===== src/inc/nor_pkg.sv =====
`default_nettype none
package nor_pkg;
   // register byte offsets on the apb bus
   localparam logic [11:0] NOR_OFF_CTRL   = 12'h000;
   localparam logic [11:0] NOR_OFF_TOP_LO = 12'h004;
   localparam logic [11:0] NOR_OFF_TOP_HI = 12'h008;
   localparam logic [11:0] NOR_OFF_STATUS = 12'h00c;
   localparam logic [11:0] NOR_OFF_EVENT  = 12'h010;
   localparam logic [11:0] NOR_OFF_EVCLR  = 12'h014;
   localparam logic [11:0] NOR_OFF_MASK   = 12'h018;
   // control bit positions and reset values
   localparam int          NOR_CTRL_PHYS   = 0;
   localparam int          NOR_CTRL_POSTED = 1;
   localparam int          NOR_CTRL_TOP    = 2;
   localparam logic [2:0]  NOR_CTRL_RST    = 3'h0;
   localparam logic [47:0] NOR_TOP_RST     = 48'h0000_ffff_ffff;
   // node offset map
   localparam logic [47:0] NOR_LOW_TOP_DEF = 48'h0000_ffff_ffff;
   localparam logic [47:0] NOR_UPPER_BASE  = 48'hffff_0000_0000;
   localparam logic [47:0] NOR_CSR_BASE    = 48'hffff_f000_0000;
   localparam logic [47:0] NOR_CSR_HW_LO   = 48'hffff_f000_0400;
   localparam logic [47:0] NOR_CSR_HW_HI   = 48'hffff_f000_07ff;
   // event bit positions
   localparam int          NOR_EV_W        = 8;
   localparam int          NOR_EV_DMA_DONE = 0;
   localparam int          NOR_EV_DMA_ABRT = 1;
   localparam int          NOR_EV_SELFID   = 2;
   localparam int          NOR_EV_PHYS_WR  = 3;
   localparam int          NOR_EV_BUSY     = 4;
   localparam int          NOR_EV_CSR_HW   = 5;
   localparam logic [NOR_EV_W-1:0] NOR_EV_RST = 8'h00;
   // quadlet geometry and buffer depth
   localparam logic [2:0]  NOR_QUAD_BYTES  = 3'h4;
   localparam logic [1:0]  NOR_BUF_DEPTH   = 2'h2;

   typedef enum logic [3:0] {
      NOR_ACK_COMPLETE = 4'h1,
      NOR_ACK_PENDING  = 4'h2,
      NOR_ACK_BUSY     = 4'h4,
      NOR_ACK_DATA_ERR = 4'hd
   } nor_ack_type;

   typedef enum logic [1:0] {
      NOR_IDLE  = 2'b00,
      NOR_WRITE = 2'b01,
      NOR_FLUSH = 2'b10
   } nor_state_type;

   typedef struct packed {
      logic [47:0] offset;
      logic        is_write;
      logic [15:0] len;
      logic        hdr_ok;
      logic        data_ok;
   } nor_req_type;

   typedef struct packed {
      logic [31:0] addr;
      logic [3:0]  be;
      logic [31:0] data;
   } nor_hmw_type;

   typedef struct packed {
      logic [31:0] data;
      logic [2:0]  nbytes;
   } nor_tx_type;
endpackage
`default_nettype wire


===== src/rtl/nor_router.sv =====
`timescale 1ns/10ps
`default_nettype none
module nor_router (
   input  wire logic               mclk,
   input  wire logic               sys_rst,
   input  wire logic [11:0]        paddr,
   input  wire logic               psel,
   input  wire logic               penable,
   input  wire logic               pwrite,
   input  wire logic [31:0]        pwdata,
   output var  logic [31:0]        prdata,
   output var  logic               pready,
   output var  logic               pslverr,
   input  wire logic               rq_valid,
   input  wire nor_pkg::nor_req_type rq,
   output var  logic               ack_valid,
   output var  nor_pkg::nor_ack_type ack_code,
   output var  logic               sw_valid,
   input  wire logic               sw_ready,
   output var  nor_pkg::nor_req_type sw_req,
   output var  logic               csr_hw_valid,
   output var  nor_pkg::nor_req_type csr_hw_req,
   output var  logic               phys_rd_valid,
   input  wire logic               phys_rd_ready,
   output var  logic [31:0]        phys_rd_addr,
   input  wire logic               rx_q_valid,
   output var  logic               rx_q_ready,
   input  wire logic [31:0]        rx_q_data,
   output var  logic               hm_valid,
   input  wire logic               hm_ready,
   output var  nor_pkg::nor_hmw_type hm_word,
   input  wire logic               tx_in_valid,
   output var  logic               tx_in_ready,
   input  wire nor_pkg::nor_tx_type tx_in,
   output var  logic               tx_out_valid,
   input  wire logic               tx_out_ready,
   output var  logic [31:0]        tx_out_data,
   input  wire logic               dma_done,
   input  wire logic               dma_abort,
   input  wire logic               dma_wb_en,
   input  wire logic               dma_irq_en,
   input  wire logic [31:0]        dma_status,
   input  wire logic               selfid_rx,
   output var  logic               status_wb_valid,
   output var  logic [31:0]        status_wb_data,
   output var  logic               host_irq
);
   logic [2:0]                     ctrl;
   logic [47:0]                    low_range_top;
   logic [nor_pkg::NOR_EV_W-1:0]   pending_event_reg;
   logic [nor_pkg::NOR_EV_W-1:0]   event_enable_mask;
   logic [nor_pkg::NOR_EV_W-1:0]   ev_set;
   logic [nor_pkg::NOR_EV_W-1:0]   ev_clr;
   logic                           apb_wr;
   logic                           mapped;
   logic [31:0]                    rd_mux;
   logic [47:0]                    top;
   logic                           in_low;
   logic                           in_mid;
   logic                           in_upper;
   logic                           in_csr;
   logic                           csr_hw;
   logic                           to_phys;
   logic                           to_sw;
   logic                           room;
   logic                           take;
   nor_pkg::nor_ack_type           code;
   nor_pkg::nor_state_type         state;
   logic [31:0]                    addr_w;
   logic [2:0]                     lane_start;
   logic [1:0]                     sh;
   logic [15:0]                    rem;
   logic [14:0]                    qleft;
   logic [31:0]                    carry;
   logic [63:0]                    shifted;
   logic [16:0]                    lane_end;
   logic [3:0]                     be;
   logic [2:0]                     avail;
   logic [15:0]                    next_rem;
   logic                           hm_free;
   logic                           rx_fire;
   logic                           phys_done;
   nor_pkg::nor_req_type           buf_mem [2];
   logic                           wp;
   logic                           rp;
   logic [1:0]                     cnt;
   logic                           buf_ready;
   logic                           push;
   logic                           pop;
   logic [31:0]                    tx_mask;

   // apb decode, zero wait states
   assign pready = 1'b1;
   assign apb_wr = psel && penable && pwrite && mapped;
   // only whole-word registers exist, unknown offsets error
   // whole word access
   always_comb begin
      mapped = 1'b1;
      rd_mux = 32'h0;
      case (paddr)
         nor_pkg::NOR_OFF_CTRL:   rd_mux = {29'h0, ctrl};
         nor_pkg::NOR_OFF_TOP_LO: rd_mux = low_range_top[31:0];
         nor_pkg::NOR_OFF_TOP_HI: rd_mux = {16'h0, low_range_top[47:32]};
         nor_pkg::NOR_OFF_STATUS: rd_mux = {26'h0, cnt, phys_rd_valid,
                                            hm_valid, state};
         nor_pkg::NOR_OFF_EVENT:  rd_mux = {24'h0, pending_event_reg};
         nor_pkg::NOR_OFF_EVCLR:  rd_mux = {24'h0, pending_event_reg};
         nor_pkg::NOR_OFF_MASK:   rd_mux = {24'h0, event_enable_mask};
         default:                 mapped = 1'b0;
      endcase
   end
   assign pslverr = psel && penable && !mapped;

   // read data captured in the setup cycle
   always_ff @(posedge mclk) begin
      if (sys_rst) begin
         prdata <= 32'h0;
      end else if (psel && !penable) begin
         prdata <= rd_mux;
      end
   end

   // control, top bound and mask registers
   // programmable low top
   always_ff @(posedge mclk) begin
      if (sys_rst) begin
         ctrl              <= nor_pkg::NOR_CTRL_RST;
         low_range_top     <= nor_pkg::NOR_TOP_RST;
         event_enable_mask <= nor_pkg::NOR_EV_RST;
      end else if (apb_wr) begin
         case (paddr)
            nor_pkg::NOR_OFF_CTRL:   ctrl <= pwdata[2:0];
            nor_pkg::NOR_OFF_TOP_LO: low_range_top[31:0] <= pwdata;
            nor_pkg::NOR_OFF_TOP_HI: low_range_top[47:32] <= pwdata[15:0];
            nor_pkg::NOR_OFF_MASK:
               event_enable_mask <= pwdata[nor_pkg::NOR_EV_W-1:0];
            default: ;
         endcase
      end
   end

   // offset classification
   // low range test
   assign top = ctrl[nor_pkg::NOR_CTRL_TOP] ? low_range_top
                                             : nor_pkg::NOR_LOW_TOP_DEF;
   assign in_low   = rq.offset <= top;
   assign in_mid   = !in_low && rq.offset < nor_pkg::NOR_UPPER_BASE;
   assign in_upper = !in_low && !in_mid && rq.offset < nor_pkg::NOR_CSR_BASE;
   assign in_csr   = !in_low && rq.offset >= nor_pkg::NOR_CSR_BASE;
   assign csr_hw   = in_csr && rq.offset >= nor_pkg::NOR_CSR_HW_LO
                     && rq.offset <= nor_pkg::NOR_CSR_HW_HI;
   assign to_phys  = in_low && ctrl[nor_pkg::NOR_CTRL_PHYS];
   assign to_sw    = !to_phys && !csr_hw;

   // room check and acknowledge choice
   // busy when no room
   always_comb begin
      if (to_phys) begin
         room = rq.is_write ? (state == nor_pkg::NOR_IDLE) : !phys_rd_valid;
      end else if (to_sw) begin
         room = buf_ready;
      end else begin
         room = 1'b1;
      end
      if (!rq.data_ok) begin
         code = nor_pkg::NOR_ACK_DATA_ERR;
      end else if (!room) begin
         code = nor_pkg::NOR_ACK_BUSY;
      end else if (!rq.is_write) begin
         code = nor_pkg::NOR_ACK_PENDING;
      end else if (to_phys) begin
         code = ctrl[nor_pkg::NOR_CTRL_POSTED] ? nor_pkg::NOR_ACK_COMPLETE
                                                : nor_pkg::NOR_ACK_PENDING;
      end else if (in_low || in_mid) begin
         code = nor_pkg::NOR_ACK_COMPLETE;
      end else begin
         code = nor_pkg::NOR_ACK_PENDING;
      end
   end
   assign take = rq_valid && rq.hdr_ok && rq.data_ok && room;

   // acknowledge one cycle after the request
   always_ff @(posedge mclk) begin
      if (sys_rst) begin
         ack_valid <= 1'b0;
         ack_code  <= nor_pkg::NOR_ACK_COMPLETE;
      end else begin
         ack_valid <= rq_valid && rq.hdr_ok;
         ack_code  <= code;
      end
   end

   // two-entry buffer toward the software path
   assign buf_ready = cnt < nor_pkg::NOR_BUF_DEPTH;
   assign push      = take && to_sw;
   assign pop       = sw_valid && sw_ready;
   assign sw_valid  = cnt != 2'h0;
   assign sw_req    = buf_mem[rp];
   always_ff @(posedge mclk) begin
      if (sys_rst) begin
         wp  <= 1'b0;
         rp  <= 1'b0;
         cnt <= 2'h0;
      end else begin
         if (push) begin
            wp <= !wp;
         end
         if (pop) begin
            rp <= !rp;
         end
         cnt <= cnt + {1'b0, push} - {1'b0, pop};
      end
   end
   // buffer storage
   always_ff @(posedge mclk) begin
      if (push) begin
         buf_mem[wp] <= rq;
      end
   end

   // locally answered csr requests
   // hardware answers subset
   always_ff @(posedge mclk) begin
      if (sys_rst) begin
         csr_hw_valid <= 1'b0;
         csr_hw_req   <= '0;
      end else begin
         csr_hw_valid <= take && csr_hw;
         csr_hw_req   <= rq;
      end
   end

   // physical read request toward host memory
   // bridge reads
   always_ff @(posedge mclk) begin
      if (sys_rst) begin
         phys_rd_valid <= 1'b0;
         phys_rd_addr  <= 32'h0;
      end else if (take && to_phys && !rq.is_write) begin
         phys_rd_valid <= 1'b1;
         phys_rd_addr  <= rq.offset[31:0];
      end else if (phys_rd_ready) begin
         phys_rd_valid <= 1'b0;
      end
   end

   // write aligner datapath
   assign hm_free    = !hm_valid || hm_ready;
   assign rx_q_ready = (state == nor_pkg::NOR_WRITE) && hm_free;
   assign rx_fire    = rx_q_valid && rx_q_ready;
   assign shifted    = {32'h0, rx_q_data} << {sh, 3'b000};
   assign lane_end   = {1'b0, rem} + {14'h0, lane_start};
   assign avail      = nor_pkg::NOR_QUAD_BYTES - lane_start;
   assign next_rem   = (rem > {13'h0, avail}) ? rem - {13'h0, avail} : 16'h0;
   genvar gi;
   generate
      for (gi = 0; gi < 4; gi++) begin : g_be
         assign be[gi] = (3'(gi) >= lane_start) && (lane_end > 17'(gi));
      end
   endgenerate

   // realignment engine state
   // merge quadlets
   always_ff @(posedge mclk) begin
      if (sys_rst) begin
         state      <= nor_pkg::NOR_IDLE;
         addr_w     <= 32'h0;
         sh         <= 2'h0;
         lane_start <= 3'h0;
         rem        <= 16'h0;
         qleft      <= 15'h0;
         carry      <= 32'h0;
      end else begin
         case (state)
            nor_pkg::NOR_IDLE: begin
               if (take && to_phys && rq.is_write && rq.len != 16'h0) begin
                  state      <= nor_pkg::NOR_WRITE;
                  addr_w     <= {rq.offset[31:2], 2'b00};
                  lane_start <= {1'b0, rq.offset[1:0]};
                  sh         <= rq.offset[1:0]; // lane shift kept per burst
                  rem        <= rq.len;
                  qleft      <= 15'(({1'b0, rq.len} + 17'h3) >> 2);
                  carry      <= 32'h0;
               end
            end
            nor_pkg::NOR_WRITE: begin
               if (rx_fire) begin
                  carry      <= shifted[63:32];
                  addr_w     <= addr_w + 32'h4;
                  lane_start <= 3'h0;
                  rem        <= next_rem;
                  qleft      <= qleft - 15'h1;
                  if (next_rem == 16'h0) begin
                     state <= nor_pkg::NOR_IDLE;
                  end else if (qleft == 15'h1) begin
                     state <= nor_pkg::NOR_FLUSH;
                  end
               end
            end
            nor_pkg::NOR_FLUSH: begin
               if (hm_free) begin
                  rem   <= 16'h0;
                  state <= nor_pkg::NOR_IDLE;
               end
            end
            default: state <= nor_pkg::NOR_IDLE;
         endcase
      end
   end
   assign phys_done = (rx_fire && next_rem == 16'h0)
                      || (state == nor_pkg::NOR_FLUSH && hm_free);

   // host memory write master
   // bridge writes
   always_ff @(posedge mclk) begin
      if (sys_rst) begin
         hm_valid <= 1'b0;
         hm_word  <= '0;
      end else if (rx_fire) begin
         hm_valid <= 1'b1;
         hm_word  <= '{addr: addr_w, be: be, data: shifted[31:0] | carry};
      end else if (state == nor_pkg::NOR_FLUSH && hm_free) begin
         hm_valid <= 1'b1;
         hm_word  <= '{addr: addr_w, be: be, data: carry};
      end else if (hm_ready) begin
         hm_valid <= 1'b0;
      end
   end

   // transmit zero padding
   generate
      for (gi = 0; gi < 4; gi++) begin : g_pad
         assign tx_mask[gi*8 +: 8] = (3'(gi) < tx_in.nbytes) ? 8'hff : 8'h00;
      end
   endgenerate
   assign tx_in_ready = !tx_out_valid || tx_out_ready;
   always_ff @(posedge mclk) begin
      if (sys_rst) begin
         tx_out_valid <= 1'b0;
         tx_out_data  <= 32'h0;
      end else if (tx_in_ready) begin
         tx_out_valid <= tx_in_valid;
         tx_out_data  <= tx_in.data & tx_mask;
      end
   end

   // descriptor status write back
   // conditional status write
   always_ff @(posedge mclk) begin
      if (sys_rst) begin
         status_wb_valid <= 1'b0;
         status_wb_data  <= 32'h0;
      end else begin
         status_wb_valid <= dma_done && dma_wb_en;
         status_wb_data  <= dma_status;
      end
   end

   // event sources
   // dma, selfid, physical write, busy and local csr events
   always_comb begin
      ev_set = '0;
      ev_set[nor_pkg::NOR_EV_DMA_DONE] = dma_done && dma_irq_en;
      ev_set[nor_pkg::NOR_EV_DMA_ABRT] = dma_abort;
      ev_set[nor_pkg::NOR_EV_SELFID]   = selfid_rx;
      ev_set[nor_pkg::NOR_EV_PHYS_WR]  = phys_done;
      ev_set[nor_pkg::NOR_EV_BUSY]     = rq_valid && rq.hdr_ok
                                         && code == nor_pkg::NOR_ACK_BUSY;
      ev_set[nor_pkg::NOR_EV_CSR_HW]   = take && csr_hw;
   end
   assign ev_clr = (apb_wr && paddr == nor_pkg::NOR_OFF_EVCLR)
                   ? pwdata[nor_pkg::NOR_EV_W-1:0] : '0;

   // pending events, a new event beats a clear
   // clear by address
   always_ff @(posedge mclk) begin
      if (sys_rst) begin
         pending_event_reg <= nor_pkg::NOR_EV_RST;
      end else begin
         pending_event_reg <= (pending_event_reg & ~ev_clr) | ev_set;
      end
   end
   assign host_irq = |(pending_event_reg & event_enable_mask);
endmodule
`default_nettype wire


===== config.mk =====
export PLATFORM = sky130hd
export DESIGN_NAME = nor_router
export DESIGN_NICKNAME = d
export VERILOG_FILES = /design/src/inc/nor_pkg.sv /design/src/rtl/nor_router.sv
export SDC_FILE = /design/constraint.sdc
export NUM_CORES = 1
export LEC_CHECK = 0
export BUFFER_PORTS_ARGS = -buffer_cell sky130_fd_sc_hd__buf_2
export CAP_MARGIN = 40
export CORE_AREA = 2 2 224 226
export CTS_BUF_LIST = sky130_fd_sc_hd__clkbuf_4 sky130_fd_sc_hd__clkbuf_8
export CTS_CLUSTER_DIAMETER = 80
export CTS_CLUSTER_SIZE = 16
export DETAILED_ROUTE_END_ITERATION = 10
export DIE_AREA = 0 0 226 228
export HOLD_SLACK_MARGIN = 0.03
export PLACE_DENSITY = 0.74
export SLEW_MARGIN = 20
export SYNTH_ARGS = -nofsm -noshare
export SYNTH_HDL_FRONTEND = slang
export SYNTH_SLANG_ARGS = --single-unit

===== constraint.sdc =====
create_clock -name mclk -period 6.7 [get_ports mclk]
set_clock_uncertainty 0.15 [all_clocks]
set_input_delay 0.67 -clock mclk [delete_from_list [all_inputs] [get_ports mclk]]
set_output_delay 0.67 -clock mclk [all_outputs]
set_load 0.01 [all_outputs]

==> reports/results.txt <==
The run finished with clean final reports. The run gives 67.3 ps as the post-route worst hold slack. The synthesized netlist occupies a cell area of 24300 um2. After synthesis the netlist holds a flip-flop and latch count of 568.

The number of buffers added on ports was 569; the total power divided by cell area was 222 nW/um2. The post-route DRC violation count is 0. The run gives 30.3% as the combined global-route utilization of all metal layers.

The die covers 51500 um2. Most numerous cell on the critical path: sky130_fd_sc_hd__buf_4. The global-route wire length before repair was 121 mm; the number of standard-cell rows in the floorplan was 82. The worst hold path belongs to the class in -> reg. The final layout contains routed wiring with a total length of 80.2 mm.

Summing the areas of all compound-gate instances in the mapped netlist gives 13.0% of the synthesized area. The peak clock frequency supported by timing was 0.213 GHz. The clock network is responsible for 30.7% of the overall power.

From left edge to right edge, the die measures 226 um. For this run, the leading register cell type out of synthesis is sky130_fd_sc_hd__dfxtp_1. In this run the number of cells on the critical path is 13. The mean routed wirelength per cell is 21.3 um, and the final total negative setup slack is 0 ps. After legalization and detailed placement, the total HPWL measured 57.9 mm.

The worst setup path is launched from a flop. The total of cells resized after clock tree synthesis was 0. The detailed router finished its first iteration with 1614 violations. The detail route stage leaves a number of antenna-violating nets equal to 0. The simple logic cell fraction of the synthesized area came out at 19.9%.

The required time of the worst setup path was 6880 ps; the worst relative slew slack was 41.6%. CTS saw 568 sinks. Synthesis produced 2565 cells.

The dominant combinational cell family by area after synthesis is simple AND/OR/NAND/NOR gates. The clock tree synthesis step divided the H-tree into 2 levels. Traced cell by cell, the critical path runs through buf_4, nor2b_1, ha_1, a21oi_1, o21ai_0, a221o_1, o31a_1, o21ai_2, mux2i_1, nand2_1, nor2_4, buf_4, buf_16. Net switching is 25.7% of the power. The endpoint class of the critical path was a flop. TritonCTS built the clock tree. Clock tree synthesis selected as its root buffer the cell sky130_fd_sc_hd__clkbuf_8. For this configuration, the core starts out at a cell density of 49.2%. The count of synthesis-stage warnings from yosys is 0, and the post-synthesis xor/xnor area fraction is 0.974%. Sequential elements use 52.3% of the synthesized area. Of all nets on the critical path, the largest fanout is 56. After Yosys synthesis, full adders, half adders and majority gates account for 3.51% of the synthesized area.

The first detailed-routing pass ran for 6 iterations. The number of buffers created by CTS is 42, and the count of cells along the worst register-to-register path is 13. The run gives 3346 as the number of nets at the end of the flow. The slew at the pin closest to its max-slew limit is 869 ps.

The final number of max-transition violations came out at 0. The pin count of the biggest net entering global routing was 126; the mux contribution to synthesized area was 6.79%. Setup violations remaining at the end of the flow were counted as 0. The clock passes through at most 3 buffers. On the critical path, the stage with the largest delay is an instance of sky130_fd_sc_hd__dfxtp_1. The start-to-end type of the worst setup path was reg -> reg. The biggest cell delay along the critical path is 730 ps. The core area was 49300 um2. Yosys mapped the design onto 75 distinct sky130hd cell types.

In this run, synthesis inferred 134 flip-flops with an integrated enable. For the initial antenna violation count, the log shows 15. The design internal power was 0.00474 W; the relative contribution of sequential cells to total power was 56.9%. Summed over all cells, the static leakage comes to 11.9 nW. The mean post-synth cell area came out at 9.47 um2.

Pin placement for this block handled 573 I/O pins. The largest register by flop count is buf_mem. IR analysis of the VDD net gives a maximum drop of 0.147 mV. At the end of routability-driven placement, the weighted congestion stood at 0.933.

Dividing the detail-routed via count by the number of cells gives 5.75. The arrival time of data at the critical path endpoint came out at 4890 ps. The final number of hold-violating endpoints is 0, and the overall overflow remaining after global route is 0. Max-cap violations in this run came to 0. The final route contains 21600 vias. Setup repair after global routing left no endpoint under its margin. The number of global-route vias before repair was 21000; the combined buffer and inverter count along the critical path was 3. Clock-pin slew was measured on the worst setup and hold paths at 110 ps.

The clock latency reported for the late side of the worst-skew pair was 670 ps; the fraction of the cycle the final worst path needs was 70.2%. Among cell families on the critical path, the largest total delay comes from compound AO/OA/AOI/OAI gates. The register with the most flip-flops in the layout has 134 of them. The die is 228 um tall. The area growth from synthesis to layout is 18.3%. The share of synthesized flip-flops with an asynchronous set or reset was 0%. The largest registers in the layout are buf_mem (134), csr_hw_req (67), hm_word (66). The shortest period the worst path allows was 4710 ps.

The run gives 0.00164 W as the switching power. Fraction of layout cells with a size suffix above 1: 26.3%. The combinational group share of total power is 12.3%, and the number of stages on the worst hold path is 2.
timing repair:
| action | CTS | global route |
|---|---|---|
| setup buffers | 0 | 0 |
| endpoints found under the hold margin | 9 | 0 |
| hold buffers | 9 | 0 |
layout by cell type, fill, tap and decap left out, drive strengths merged, types with 5 or more instances in the layout:
| cell type | instances |
|---|---|
| or2 | 8 |
| o22ai | 13 |
| a31o | 5 |
| nand4 | 32 |
| edfxtp | 134 |
| dfxtp | 434 |
| and4 | 8 |
| nor2 | 195 |
| nor4 | 21 |
| mux2i | 58 |
| o31a | 6 |
| o211ai | 8 |
| a21oi | 228 |
| dlygate4sd3 | 9 |
| clkbuf | 70 |
| and3 | 13 |
| a2bb2oi | 11 |
| nand3b | 7 |
| or4 | 6 |
| nor4b | 5 |
| ha | 65 |
| inv | 47 |
| diode | 10 |
| a22oi | 57 |
| buf | 603 |
| nor2b | 126 |
| a31oi | 21 |
| a22o | 9 |
| xnor2 | 20 |
| mux2 | 95 |
| a211oi | 18 |
| nor3 | 62 |
| nand2 | 378 |
| nand3 | 128 |
| xor2 | 7 |
| o21ai | 75 |
| or3 | 15 |
| o32ai | 20 |
| o31ai | 14 |
| nand2b | 8 |
path summary, 6_finish.rpt:
| check | slack (ps) | start | end |
|---|---|---|---|
| setup / recovery | 1990 | ctrl[2] | buf_mem[0][61] |
| hold / removal | 70 | dma_status[19] | status_wb_data[19] |
| setup reg to reg | 1990 | ctrl[2] | buf_mem[0][61] |
| hold reg to reg | 300 | prdata[17] | prdata[17] |
cell usage after synthesis, types with 11 or more instances:
cell	count	share of area [%]
sky130_fd_sc_hd__nor2_1	192	3.0
sky130_fd_sc_hd__o21ai_0	73	1.5
sky130_fd_sc_hd__a31oi_1	20	0.52
sky130_fd_sc_hd__nand4_1	31	0.80
sky130_fd_sc_hd__nor3_1	59	1.2
sky130_fd_sc_hd__dfxtp_1	434	36
sky130_fd_sc_hd__nor2b_1	126	3.2
sky130_fd_sc_hd__nand3_1	128	2.6
sky130_fd_sc_hd__and3_1	13	0.33
sky130_fd_sc_hd__edfxtp_1	134	17
sky130_fd_sc_hd__clkbuf_1	136	2.1
sky130_fd_sc_hd__or3_1	14	0.36
sky130_fd_sc_hd__nand2_1	378	5.8
sky130_fd_sc_hd__a2bb2oi_1	11	0.40
sky130_fd_sc_hd__inv_1	42	0.65
sky130_fd_sc_hd__a21oi_1	228	4.7
sky130_fd_sc_hd__o31ai_1	14	0.43
sky130_fd_sc_hd__xnor2_1	20	0.72
sky130_fd_sc_hd__mux2i_1	58	2.4
sky130_fd_sc_hd__a22oi_1	57	1.8
sky130_fd_sc_hd__o22ai_1	13	0.33
sky130_fd_sc_hd__buf_2	14	0.29
sky130_fd_sc_hd__buf_1	15	0.23
sky130_fd_sc_hd__nor4_1	21	0.54
sky130_fd_sc_hd__a211oi_1	18	0.56
sky130_fd_sc_hd__ha_1	65	3.3
sky130_fd_sc_hd__o32ai_1	20	0.72
sky130_fd_sc_hd__mux2_2	95	4.4
routing by layer:
metal | up-vias | global-route usage [%] | share of wire (%)
li1 | 10000 | - | -
met1 | 10400 | 37.6 | 40
met2 | 1009 | 49.8 | 47
met3 | 204 | 6.87 | 8.5
met4 | 8 | 14.8 | 4.8
met5 | - | 0 | 0.071
worst reg2reg max path: stages, from the launching register on:
cell and delay, ps:
sky130_fd_sc_hd__dfxtp_1 730, sky130_fd_sc_hd__buf_4 390, sky130_fd_sc_hd__nor2b_1 180, sky130_fd_sc_hd__ha_1 250
sky130_fd_sc_hd__a21oi_1 140, sky130_fd_sc_hd__o21ai_0 110, sky130_fd_sc_hd__a221o_1 340, sky130_fd_sc_hd__o31a_1 330
sky130_fd_sc_hd__o21ai_2 400, sky130_fd_sc_hd__mux2i_1 350, sky130_fd_sc_hd__nand2_1 240, sky130_fd_sc_hd__nor2_4 120
sky130_fd_sc_hd__buf_4 290, sky130_fd_sc_hd__buf_16 330
through the flow:
step | area, um2 | instances | setup WS [ps] | power (W) | util [%]
final | 28700 | 3765 | 1990 | 0.00638 | 58.2
after global routing | 28700 | 3764 | 1600 | 0.00661 | 58.2
after CTS | 28700 | 3753 | 2050 | 0.00641 | 58.1
after detailed placement | 27700 | 3669 | 2080 | 0.00449 | 56.1
after global placement | 27500 | 3659 | 2010 | 0.00446 | 55.8
after floorplan | 24300 | 2566 | 692 | 0.00410 | -
layout make-up:
class	count	area (um2)
antenna	10	25.0
multi-input combinational	1782	10800
fill	4315	20600
inverter	46	173
clock buffer	70	820
clock inverter	5	61.3
sequential	568	12700
tap	672	841
timing repair buffer	612	3320
power by group through the flow:
| stage | Clock (W) | Combinational (W) | Sequential, W |
|---|---|---|---|
| after floorplan | 0 | 0.000384 | 0.00371 |
| after CTS | 0.00200 | 0.000785 | 0.00363 |
| after detailed placement | 0 | 0.000777 | 0.00371 |
| final | 0.00196 | 0.000787 | 0.00363 |
| after global routing | 0.00213 | 0.000839 | 0.00364 |
| after global placement | 0 | 0.000715 | 0.00374 |
cells by family (layout without fill, tap and decap cells):
| group | after synthesis | in the layout |
|---|---|---|
| AOI/OAI and AO/OA | 512 | 512 |
| xor gates and xnor gates | 27 | 27 |
| adders and majority gates | 67 | 67 |
| buffers and inverters | 216 | 733 |
| DFF | 568 | 568 |
| muxes | 153 | 153 |
| other | 2 | 13 |
| and+or+nand+nor | 1020 | 1020 |
No activity file was read; power rests on OpenSTA's default activity.
